### src/core/wm_dispatch_pkg.sv
`default_nettype none
package wm_dispatch_pkg;
	// ==========================================================
	// Wishbone register map
	localparam logic [3:0] ADDR_CMD = 4'h0;
	localparam logic [3:0] ADDR_ZW_MODE = 4'h4;
	localparam logic [3:0] ADDR_STATUS = 4'h8;
	localparam logic [3:0] ADDR_KERNEL_SEL = 4'hC;
	// ==========================================================
	// Command word field positions
	localparam int BIT_RSVD24 = 24;
	localparam int BIT_LEGACY_LINE = 23;
	localparam int BIT_DISCARD = 22;
	localparam int BIT_COMP_DEPTH = 21;
	localparam int BIT_SRC_DEPTH = 20;
	localparam int BIT_DISPATCH = 19;
	localparam int BIT_RSVD18 = 18;
	localparam int POS_ENDCAP = 16;
	localparam int POS_LINE_AA = 14;
	localparam int BIT_WIDE32 = 2;
	localparam int BIT_WIDE16 = 1;
	localparam int BIT_WIDE8 = 0;
	localparam logic [31:0] CMD_RESET = 32'h0000_0000;
	// ==========================================================
	// Z/W interpolation mode encodings
	localparam logic [1:0] ZW_PIXEL = 2'h0;
	localparam logic [1:0] ZW_RSVD = 2'h1;
	localparam logic [1:0] ZW_CENTROID = 2'h2;
	localparam logic [1:0] ZW_SAMPLE = 2'h3;
	// AA widths in quarter pixels: 0.5, 1.0, 2.0, 4.0
	localparam logic [4:0] AA_Q0 = 5'h02;
	localparam logic [4:0] AA_Q1 = 5'h04;
	localparam logic [4:0] AA_Q2 = 5'h08;
	localparam logic [4:0] AA_Q3 = 5'h10;
	// ==========================================================
	typedef enum logic [1:0] {
		interp_at_pixel,
		interp_at_centroid,
		interp_at_sample,
		interp_reserved
	} zw_interp_type;

	typedef struct packed {
		logic legacy_line;
		logic discard_capable;
		logic computed_depth;
		logic source_depth;
		logic thread_dispatch;
		logic [4:0] endcap_qpix;
		logic [4:0] line_aa_qpix;
		logic [2:0] width_enables;
		zw_interp_type zw_mode;
	} wm_config_type;

	typedef struct packed {
		wm_config_type cfg;
		logic [31:0] cmd_raw;
		logic [1:0] zw_raw;
		logic [1:0] kernel_sel;
		logic [3:0] status;
		logic cmd_count_tgl;
		logic ack;
		logic [31:0] rdata;
	} wm_state_type;
endpackage
`default_nettype wire

### src/core/windower_pixel_dispatch_config.sv
`default_nettype none
module windower_pixel_dispatch_config (
	input wire logic clk_i, // Core clock
	input wire logic rst_i, // Sync reset, high
	input wire logic wb_cyc_i, // Wishbone cycle
	input wire logic wb_stb_i, // Wishbone strobe
	input wire logic wb_we_i, // Write enable
	input wire logic [3:0] wb_adr_i, // Byte address
	input wire logic [3:0] wb_sel_i, // Byte lanes
	input wire logic [31:0] wb_dat_i, // Write data
	output logic [31:0] wb_dat_o, // Read data
	output logic wb_ack_o, // Acknowledge
	output logic legacy_line_o, // Diamond line rules
	output logic discard_capable_o, // Shader may discard
	output logic computed_depth_o, // Shader writes depth
	output logic payload_src_depth_o, // Source depth in payload
	output logic [1:0] src_depth_interp_o, // Interp of payload depth
	output logic dispatch_allowed_o, // Threads may launch
	output logic [4:0] endcap_qpix_o, // End cap width, quarter px
	output logic [4:0] line_aa_qpix_o, // Line AA width, quarter px
	output logic [2:0] width_enables_o, // 32/16/8 dispatch enables
	output logic wide32_pack_o, // Eight subspans per payload
	output logic [1:0] kernel_sel_o // Kernel slot for pointer and count
);
	wm_dispatch_pkg::wm_state_type s_q, s_d;

	function automatic logic [4:0] aa_width(input logic [1:0] code);
		case (code)
			2'h0: aa_width = wm_dispatch_pkg::AA_Q0;
			2'h1: aa_width = wm_dispatch_pkg::AA_Q1;
			2'h2: aa_width = wm_dispatch_pkg::AA_Q2;
			default: aa_width = wm_dispatch_pkg::AA_Q3;
		endcase
	endfunction

	function automatic wm_dispatch_pkg::zw_interp_type zw_decode(input logic [1:0] code);
		case (code)
			wm_dispatch_pkg::ZW_PIXEL: zw_decode = wm_dispatch_pkg::interp_at_pixel;
			wm_dispatch_pkg::ZW_CENTROID: zw_decode = wm_dispatch_pkg::interp_at_centroid;
			wm_dispatch_pkg::ZW_SAMPLE: zw_decode = wm_dispatch_pkg::interp_at_sample;
			default: zw_decode = wm_dispatch_pkg::interp_reserved;
		endcase
	endfunction

	// Lane-merged write data
	function automatic logic [31:0] merge(input logic [31:0] old, input logic [31:0] nw, input logic [3:0] sel);
		logic [31:0] r;
		r = old;
		for (int i = 0; i < 4; i++) begin
			if (sel[i]) begin
				r[i*8 +: 8] = nw[i*8 +: 8];
			end
		end
		merge = r;
	endfunction

	// Widths not in the supported set, used only to flag misuse
	function automatic logic combo_bad(input logic [2:0] en);
		combo_bad = (en == 3'h0) || (en == 3'h4) || (en == 3'h6);
	endfunction

	// ==========================================================
	// Decode and hold
	always_comb begin
		logic [31:0] w;
		logic hit;
		w = '0;
		s_d = s_q;
		hit = wb_cyc_i && wb_stb_i && !s_q.ack;
		s_d.ack = hit;
		s_d.rdata = '0;
		if (hit && wb_we_i) begin
			case (wb_adr_i)
				wm_dispatch_pkg::ADDR_CMD: begin
					// Selected byte lanes merged into the held word; fields stay until next command
					w = merge(s_q.cmd_raw, wb_dat_i, wb_sel_i);
					s_d.cmd_raw = w;
					s_d.cmd_count_tgl = !s_q.cmd_count_tgl;
					s_d.cfg.legacy_line = w[wm_dispatch_pkg::BIT_LEGACY_LINE];
					s_d.cfg.discard_capable = w[wm_dispatch_pkg::BIT_DISCARD];
					s_d.cfg.computed_depth = w[wm_dispatch_pkg::BIT_COMP_DEPTH];
					s_d.cfg.source_depth = w[wm_dispatch_pkg::BIT_SRC_DEPTH];
					s_d.cfg.thread_dispatch = w[wm_dispatch_pkg::BIT_DISPATCH];
					s_d.cfg.endcap_qpix = aa_width(w[wm_dispatch_pkg::POS_ENDCAP +: 2]);
					s_d.cfg.line_aa_qpix = aa_width(w[wm_dispatch_pkg::POS_LINE_AA +: 2]);
					s_d.cfg.width_enables = w[wm_dispatch_pkg::BIT_WIDE8 +: 3];
					// Sticky misuse flags: reserved bits, kill without dispatch, bad combo
					s_d.status[0] = s_q.status[0] | w[wm_dispatch_pkg::BIT_RSVD24]
						| w[wm_dispatch_pkg::BIT_RSVD18];
					s_d.status[1] = s_q.status[1] | (w[wm_dispatch_pkg::BIT_DISCARD]
						& !w[wm_dispatch_pkg::BIT_DISPATCH]);
					s_d.status[2] = s_q.status[2] | combo_bad(w[wm_dispatch_pkg::BIT_WIDE8 +: 3]);
				end
				wm_dispatch_pkg::ADDR_ZW_MODE: begin
					if (wb_sel_i[0]) begin
						s_d.zw_raw = wb_dat_i[1:0];
						s_d.cfg.zw_mode = zw_decode(wb_dat_i[1:0]);
						s_d.status[3] = s_q.status[3] | (wb_dat_i[1:0] == wm_dispatch_pkg::ZW_RSVD);
					end
				end
				wm_dispatch_pkg::ADDR_STATUS: begin
					if (wb_sel_i[0]) begin
						s_d.status = s_q.status & ~wb_dat_i[3:0];
					end
				end
				wm_dispatch_pkg::ADDR_KERNEL_SEL: begin
					if (wb_sel_i[0]) begin
						s_d.kernel_sel = wb_dat_i[1:0];
					end
				end
				default: begin
				end
			endcase
		end else if (hit) begin
			case (wb_adr_i)
				wm_dispatch_pkg::ADDR_CMD: s_d.rdata = s_q.cmd_raw;
				wm_dispatch_pkg::ADDR_ZW_MODE: s_d.rdata = {30'h0, s_q.zw_raw};
				wm_dispatch_pkg::ADDR_STATUS: s_d.rdata = {27'h0, s_q.cmd_count_tgl, s_q.status};
				wm_dispatch_pkg::ADDR_KERNEL_SEL: s_d.rdata = {30'h0, s_q.kernel_sel};
				default: s_d.rdata = '0;
			endcase
		end
	end

	always_ff @(posedge clk_i) begin
		if (rst_i) begin
			s_q <= '0;
		end else begin
			s_q <= s_d;
		end
	end

	// ==========================================================
	// Outputs, each straight from state
	assign wb_ack_o = s_q.ack;
	assign wb_dat_o = s_q.rdata;
	assign legacy_line_o = s_q.cfg.legacy_line;
	assign discard_capable_o = s_q.cfg.discard_capable;
	assign computed_depth_o = s_q.cfg.computed_depth;
	assign payload_src_depth_o = s_q.cfg.source_depth;
	assign src_depth_interp_o = s_q.zw_raw;
	assign dispatch_allowed_o = s_q.cfg.thread_dispatch;
	assign endcap_qpix_o = s_q.cfg.endcap_qpix;
	assign line_aa_qpix_o = s_q.cfg.line_aa_qpix;
	assign width_enables_o = s_q.cfg.width_enables;
	assign wide32_pack_o = s_q.cfg.width_enables[wm_dispatch_pkg::BIT_WIDE32];
	assign kernel_sel_o = s_q.kernel_sel;
endmodule // windower_pixel_dispatch_config
`default_nettype wire

### config.mk
export PLATFORM = sky130hd
export DESIGN_NAME = windower_pixel_dispatch_config
export DESIGN_NICKNAME = d
export VERILOG_FILES = /design/src/core/wm_dispatch_pkg.sv /design/src/core/windower_pixel_dispatch_config.sv
export SDC_FILE = /design/constraint.sdc
export NUM_CORES = 1
export LEC_CHECK = 0
export ABC_AREA = 1
export BUFFER_PORTS_ARGS = -buffer_cell sky130_fd_sc_hd__buf_2
export CAP_MARGIN = 20
export CELL_PAD_IN_SITES_DETAIL_PLACEMENT = 2
export CELL_PAD_IN_SITES_GLOBAL_PLACEMENT = 2
export CORE_MARGIN = 2
export CORE_UTILIZATION = 32
export CTS_BUF_LIST = sky130_fd_sc_hd__clkbuf_4 sky130_fd_sc_hd__clkbuf_8
export DETAILED_ROUTE_END_ITERATION = 16
export GPL_TIMING_DRIVEN = 0
export MAX_ROUTING_LAYER = met4
export PLACE_DENSITY = 0.95
export SYNTH_ARGS = -nofsm -noshare
export SYNTH_HDL_FRONTEND = slang
export SYNTH_SLANG_ARGS = --single-unit
### constraint.sdc
create_clock -name clk_i -period 3.1 [get_ports clk_i]
set_input_delay 0.31 -clock clk_i [delete_from_list [all_inputs] [get_ports clk_i]]
set_output_delay 0.31 -clock clk_i [all_outputs]
set_load 0.05 [all_outputs]
==> flow_summary.ini, run 1 <==
[yosys]
synth.avg_cell_area_um2 = 7.57
synthCells = 458
yosys.area.top_type = dfxtp_1
synth_area_um2 = 3470
seq_area_frac_synth = 0.473
synth_area_leaders = dfxtp_1 (47%), buf_4 (12%), nor2_1 (10%)
ys_ff_latch = 82
ys_types = 24
ys_warn_count = 0
synth_top_area_frac = 0.473

[route]
viasPerCell = 4.59
wl_per_cell_um = 15.3
num_vias = 3262
ant_nets = 0
drt_iter0_markers = 72
drt_pass1_iterations = 4
totalWireLength_um = 10900
drc = 0

[global_routing]
grt_pass1_vias = 3557
overflow = 0
grt_pass1_wl_um = 17300
grt_max_degree = 13
grt_usage = 0.198
grt_antenna_before_repair = 0

[floorplan]
rows = 38
dieArea_um2 = 11700
initial_utilization = 0.324
chipHeight_um = 108
die_w_um = 108
ioPinCount = 101
core-area_um2 = 10700

[layout]
drive_above_1_share = 0.337
nets = 611
final_core_util = 0.405
fillerInstances = 1287
antennaDiodeCount = 0
areaGrowthSynthToFinish_pct = 25.0

[power_and_ir_drop]
intPower_mw = 1.54
power_mw = 2.02
pwr-share-seq = 0.523
p_sw_mw = 0.481
pwr-share-clk = 0.414
power_frac_comb = 0.064
p_leak_nw = 2.07
peakVddDrop_uv = 194
p_per_area_nw_per_um2 = 467
switching_share = 0.238

[min_path]
hold_class = input pin to flop
min_from = rst_i
whs_path_depth = 2
hold_path_end = line_aa_qpix_o[4]$_SDFFE_PP0P_

[worst_setup_path]
critical_path.max_fanout = 6
critical_path.cell_chain = inv_1 > nand4_2 > nor2_1 > nand2_1 > a21oi_1
cp-end-kind = flop
crit_family = simple AND/OR/NAND/NOR gates
path_depth = 5
cp_slowest_stage_delay_ns = 0.47
critical_path_arrival_ns = 1.82
critical_path_class = flop to flop
r2r-end = s_q[36]$_SDFFE_PP0P_
critical_path_buf_inv_count = 1
r2r_slack_ns = 1.57
rr_worst_depth = 5
worstSetupStartpointType = flop
slowest_stage = nor2_1
crit_required_ns = 3.39
rr_startpoint = wb_ack_o$_SDFF_PP0_

[timing]
hold_viol_final = 0
rsz0062_at_grt = no
period_needed_ns = 1.53
max_freq_mhz = 654
worst_pin_slew_ns = 0.637
clock-skew-final_ns = 0.0143
setup_slack_ns = 1.57
post-route-period-util = 0.493
maxSlewViolCount = 0
setup-violations-final = 0
slew_headroom = 0.575
tns_ns = 0

[clock_tree]
path_clk_slew_ns = 0.09
cts_buffer_depth = 2
postCtsHoldBufs = 0
cts_made_buffers = 9
clock_latency_ns = 0.37
root_buffer = clkbuf_8
cts_num_sinks = 82
cts-htree-levels = 3
cts_setup_buffers = 0
cts_tree = yes
cts_resized = 0

[placed_design]
pre_cts_slack_ns = 1.56
hpwl_um = 8300
portBuffers = 96
place_congestion = 0.836

[job]
maxCapViolCount = 0

[outcome]
status = complete, no violations
-- synthesized netlist by cell type --
library cell  number
nor2_1            93
nand2_1           87
dfxtp_1           82
buf_4             54
o21ai_0           48
inv_1             28
a21oi_1           24
nand3_1            6
nand2_2            5
buf_2              4
inv_2              4
nor2_2             4
buf_6              3
clkbuf_1           3
nand4_1            3
or2_2              2
clkinv_2           1
conb_1             1
nand4_2            1
nand4_4            1
nor2_4             1
nor3_1             1
nor3_4             1
o21a_1             1
-- worst reg2reg max path: cells and delay by family (launching register included) --
| family | cells | cell delay [ns] |
|---|---|---|
| compound gates | 1 | 0.19 |
| flops | 1 | 0.33 |
| buf+inv | 1 | 0.13 |
| simple gates | 3 | 0.80 |
-- area by class of cell --
type                    count  area, µm²  share of cell area
inverters                  33        125              0.0289
plain buffers              64        470               0.109
flip-flops and latches     82       1640               0.379
repair buffers             96        480               0.111
clock buffers              13        173              0.0398
clock inverters             2       35.0             0.00808
well taps                 140        175              0.0404
multi-input cells         280       1230               0.285
-- cell families (layout without fill, tap and decap cells) --
kind of cell	count (synthesis)	in the layout	share of synthesized area
AO/OA/AOI/OAI	73	73	0.106
buffers and inverters	97	208	0.172
flip-flops	82	82	0.473
other	1	2	0.00108
AND/OR/NAND/NOR	205	205	0.248
-- stage by stage --
| step | hold slack, ns | std cells | instance area (µm²) |
|---|---|---|---|
| 2_1_floorplan | 0.422 | 459 | 3470 |
| 3_3_place_gp | 0.430 | 695 | 4130 |
| 3_5_place_dp | 0.442 | 695 | 4130 |
| 4_1_cts | 0.152 | 710 | 4340 |
| 5_1_grt | 0.164 | 710 | 4340 |
| 6_report | 0.153 | 710 | 4340 |
-- worst max-delay path by stage --
stage	startpoint	to	slack, ns
6_report	wb_ack_o$_SDFF_PP0_	s_q[36]$_SDFFE_PP0P_	1.57
5_1_grt	wb_ack_o$_SDFF_PP0_	s_q[49]$_SDFFE_PP0P_	1.39
3_5_place_dp	wb_adr_i[1]	endcap_qpix_o[1]$_SDFFE_PP0P_	1.56
3_3_place_gp	wb_adr_i[1]	endcap_qpix_o[1]$_SDFFE_PP0P_	1.62
2_1_floorplan	wb_ack_o$_SDFF_PP0_	s_q[44]$_SDFFE_PP0P_	1.65
4_1_cts	wb_ack_o$_SDFF_PP0_	s_q[49]$_SDFFE_PP0P_	1.56
-- state kept, by name, summed over array words and instances (netlist names) --
signal / cells
s_q: 35
wb_dat_o: 32
endcap_qpix_o: 4
line_aa_qpix_o: 4
kernel_sel_o: 2
src_depth_interp_o: 2
width_enables_o: 2
wb_ack_o: 1
-- per-layer routing --
| metal | vias up | GRT usage | part of all wire |
|---|---|---|---|
| li1 | 1592 | - | - |
| met1 | 1568 | 0.217 | 0.42 |
| met2 | 82 | 0.363 | 0.52 |
| met3 | 20 | 0.0229 | 0.035 |
| met4 | 0 | 0.0824 | 0.021 |
| met5 | - | - | 0 |
-- power groups by stage --
stage	sequential, mW	clock [mW]	combinational, mW
after global placement	1.08	0	0.122
final	1.06	0.837	0.129
after global routing	1.06	0.883	0.142
after CTS	1.06	0.844	0.130
after detailed placement	1.08	0	0.129
after floorplan	1.08	0	0.0641
-- cell usage in the layout (no fill, tap or decap), types with 2 or more instances in the layout --
cell      instances
nand3_1           6
nor2_1           93
nor2_2            4
inv_1            28
nand4_1           3
inv_2             4
a21oi_1          24
clkbuf_8         12
o21ai_0          48
or2_2             2
buf_4            54
nand2_1          87
clkbuf_1          3
nand2_2           5
dfxtp_1          82
clkinv_2          2
buf_6             3
conb_1            2
buf_2           100
(Power assumes the default switching activity.)
==> run 2: changes to the inputs <==
Settings changed: CORE_UTILIZATION 32 to 29, PLACE_DENSITY 0.95 to 0.92.
Clock period 3.1 ns to 1.5 ns, I/O delays scaled along.
==> run 2 against run 1 <==
Against the previous run:
- the run now ends with design-rule violations left
- routed wire length rose by 0.57%
- design area up 0.92%
- utilization is 2.7 points lower
- critical path type unchanged
- highest routed layer unchanged
==> flow_summary.ini, run 2 (synthesis results as in run 1) <==
[route]
num_vias = 3274
viasPerCell = 4.58
drc = 1
drt_iter0_markers = 155
drt_pass1_iterations = 10
ant_nets = 0
wl_per_cell_um = 15.3
totalWireLength_um = 10900

[timing]
period_needed_ns = 1.39
clock-skew-final_ns = 0.0104
slew_headroom = 0.611
worst_pin_slew_ns = 0.583
rsz0062_at_grt = no
max_freq_mhz = 722
post-route-period-util = 0.924
setup-violations-final = 0
maxSlewViolCount = 0
hold_viol_final = 0

[floorplan]
die_w_um = 113
rows = 39
ioPinCount = 101
initial_utilization = 0.300
dieArea_um2 = 12900
chipHeight_um = 113
core-area_um2 = 11600

[global_routing]
grt_usage = 0.182
overflow = 0
grt_pass1_wl_um = 17800
grt_pass1_vias = 3608
grt_antenna_before_repair = 0
grt_max_degree = 16

[min_path]
hold_path_end = s_q[65]$_SDFFE_PP0P_
whs_path_depth = 3
min_from = wb_dat_i[23]
hold_class = input pin to flop

[layout]
areaGrowthSynthToFinish_pct = 26.2
layout_commonest_cell = buf_2
nets = 612
antennaDiodeCount = 0
final_core_util = 0.378
largest-register = s_q
drive_above_1_share = 0.344
fillerInstances = 1357
largest_reg_flops = 35
mostFrequentLayoutCells = buf_2 (100), nor2_1 (90), nand2_1 (87)
layout.cells.non_filler = 715

[clock_tree]
cts_tree = yes
root_buffer = clkbuf_8
cts_setup_buffers = 0
clock_latency_ns = 0.37
path_clk_slew_ns = 0.09
cts_made_buffers = 9
cts_buffer_depth = 2
cts-htree-levels = 3
cts_num_sinks = 82

[power_and_ir_drop]
p_leak_nw = 2.07
peakVddDrop_uv = 424
p_per_area_nw_per_um2 = 941

[worst_setup_path]
rr_worst_depth = 6
rr_startpoint = wb_ack_o$_SDFF_PP0_
critical_path_class = flop to flop
worstSetupStartpointType = flop
r2r_slack_ns = 0.11
crit_required_ns = 1.75
cp-end-kind = flop
critical_path_arrival_ns = 1.63
critical_path.max_fanout = 7
r2r-end = s_q[52]$_SDFFE_PP0P_

[outcome]
violations = design-rule violations
status = finished with violations

[placed_design]
portBuffers = 96
hpwl_um = 8540
place_congestion = 0.847
dp_cells = 698

[job]
maxCapViolCount = 0
## run 2: changes by cell type in the layout (fill, tap and decap cells not counted), sizes merged
cell,before,now
clkbuf,16,12
clkinvlp,0,2
inv,32,34
clkinv,2,3
dlygate4sd3,0,1
## run 2: layout make-up
type | instances | area [µm²] | area share
Tap cell | 143 | 179 | 0.0409
Clock inverter | 7 | 76.3 | 0.0174
Inverter | 33 | 128 | 0.0292
Multi-Input combinational cell | 280 | 1270 | 0.289
Sequential cell | 82 | 1640 | 0.375
Clock buffer | 9 | 124 | 0.0283
Buffer | 64 | 470 | 0.108
Timing Repair Buffer | 97 | 490 | 0.112
## run 2: report_power, final
group          total, mW  internal (mW)  leakage [nW]  switching (mW)
logic              0.276         0.0945          1.31           0.182
clock network       1.65          0.781        0.0962           0.874
registers           2.19           2.18         0.660         0.00477
## run 2: timing repair
item,CTS,global route
endpoints found under the hold margin,8,0
hold buffers,1,0
setup endpoints to repair,15,36
pin swaps,0,1
cloned,0,0
gates resized for setup,2,8
## run 2: worst max-delay path by stage
| stage | startpoint | end | slack (ns) | cells after the start |
|---|---|---|---|---|
| 2_1_floorplan | wb_ack_o$_SDFF_PP0_ | s_q[44]$_SDFFE_PP0P_ | 0.05 | 6 |
| 3_3_place_gp | wb_ack_o$_SDFF_PP0_ | endcap_qpix_o[2]$_SDFFE_PP0P_ | 0.09 | 7 |
| 3_5_place_dp | wb_ack_o$_SDFF_PP0_ | width_enables_o[0]$_SDFFE_PP0P_ | -0.02 | 6 |
| 4_1_cts | wb_ack_o$_SDFF_PP0_ | s_q[35]$_SDFFE_PP0P_ | 0.03 | 5 |
| 5_1_grt | wb_ack_o$_SDFF_PP0_ | s_q[52]$_SDFFE_PP0P_ | 0.008 | 6 |
| 6_report | wb_ack_o$_SDFF_PP0_ | s_q[52]$_SDFFE_PP0P_ | 0.11 | 6 |
## run 2: stage by stage
| stage | TNS (ns) | power, mW | hold slack [ns] | cell area, µm² | setup WS, ns |
|---|---|---|---|---|---|
| 2_1_floorplan | 0 | 2.37 | 0.299 | 3470 | 0.0513 |
| 3_5_place_dp | -0.123 | 2.50 | 0.378 | 4130 | -0.0198 |
| 4_1_cts | 0 | 4.14 | 0.0371 | 4350 | 0.0284 |
| 6_report | 0 | 4.12 | 0.0462 | 4380 | 0.114 |
| 3_3_place_gp | 0 | 2.49 | 0.371 | 4130 | 0.0909 |
| 5_1_grt | 0 | 4.27 | 0.0483 | 4380 | 0.00834 |
## run 2: worst max-delay path: stages, from the launching register on
cell,delay (ns)
dfxtp_1,0.34
inv_2,0.11
nand4_4,0.14
nor2_4,0.24
nand2_2,0.14
o21ai_0,0.23
nor2_1,0.07
## run 2: layer usage
| metal | part of all wire | wire length [µm] | track usage |
|---|---|---|---|
| met1 | 0.43 | 4730 | 0.208 |
| met2 | 0.52 | 5740 | 0.329 |
| met3 | 0.031 | 338 | 0.0252 |
| met4 | 0.013 | 142 | 0.0553 |
| met5 | 0 | 0 | - |
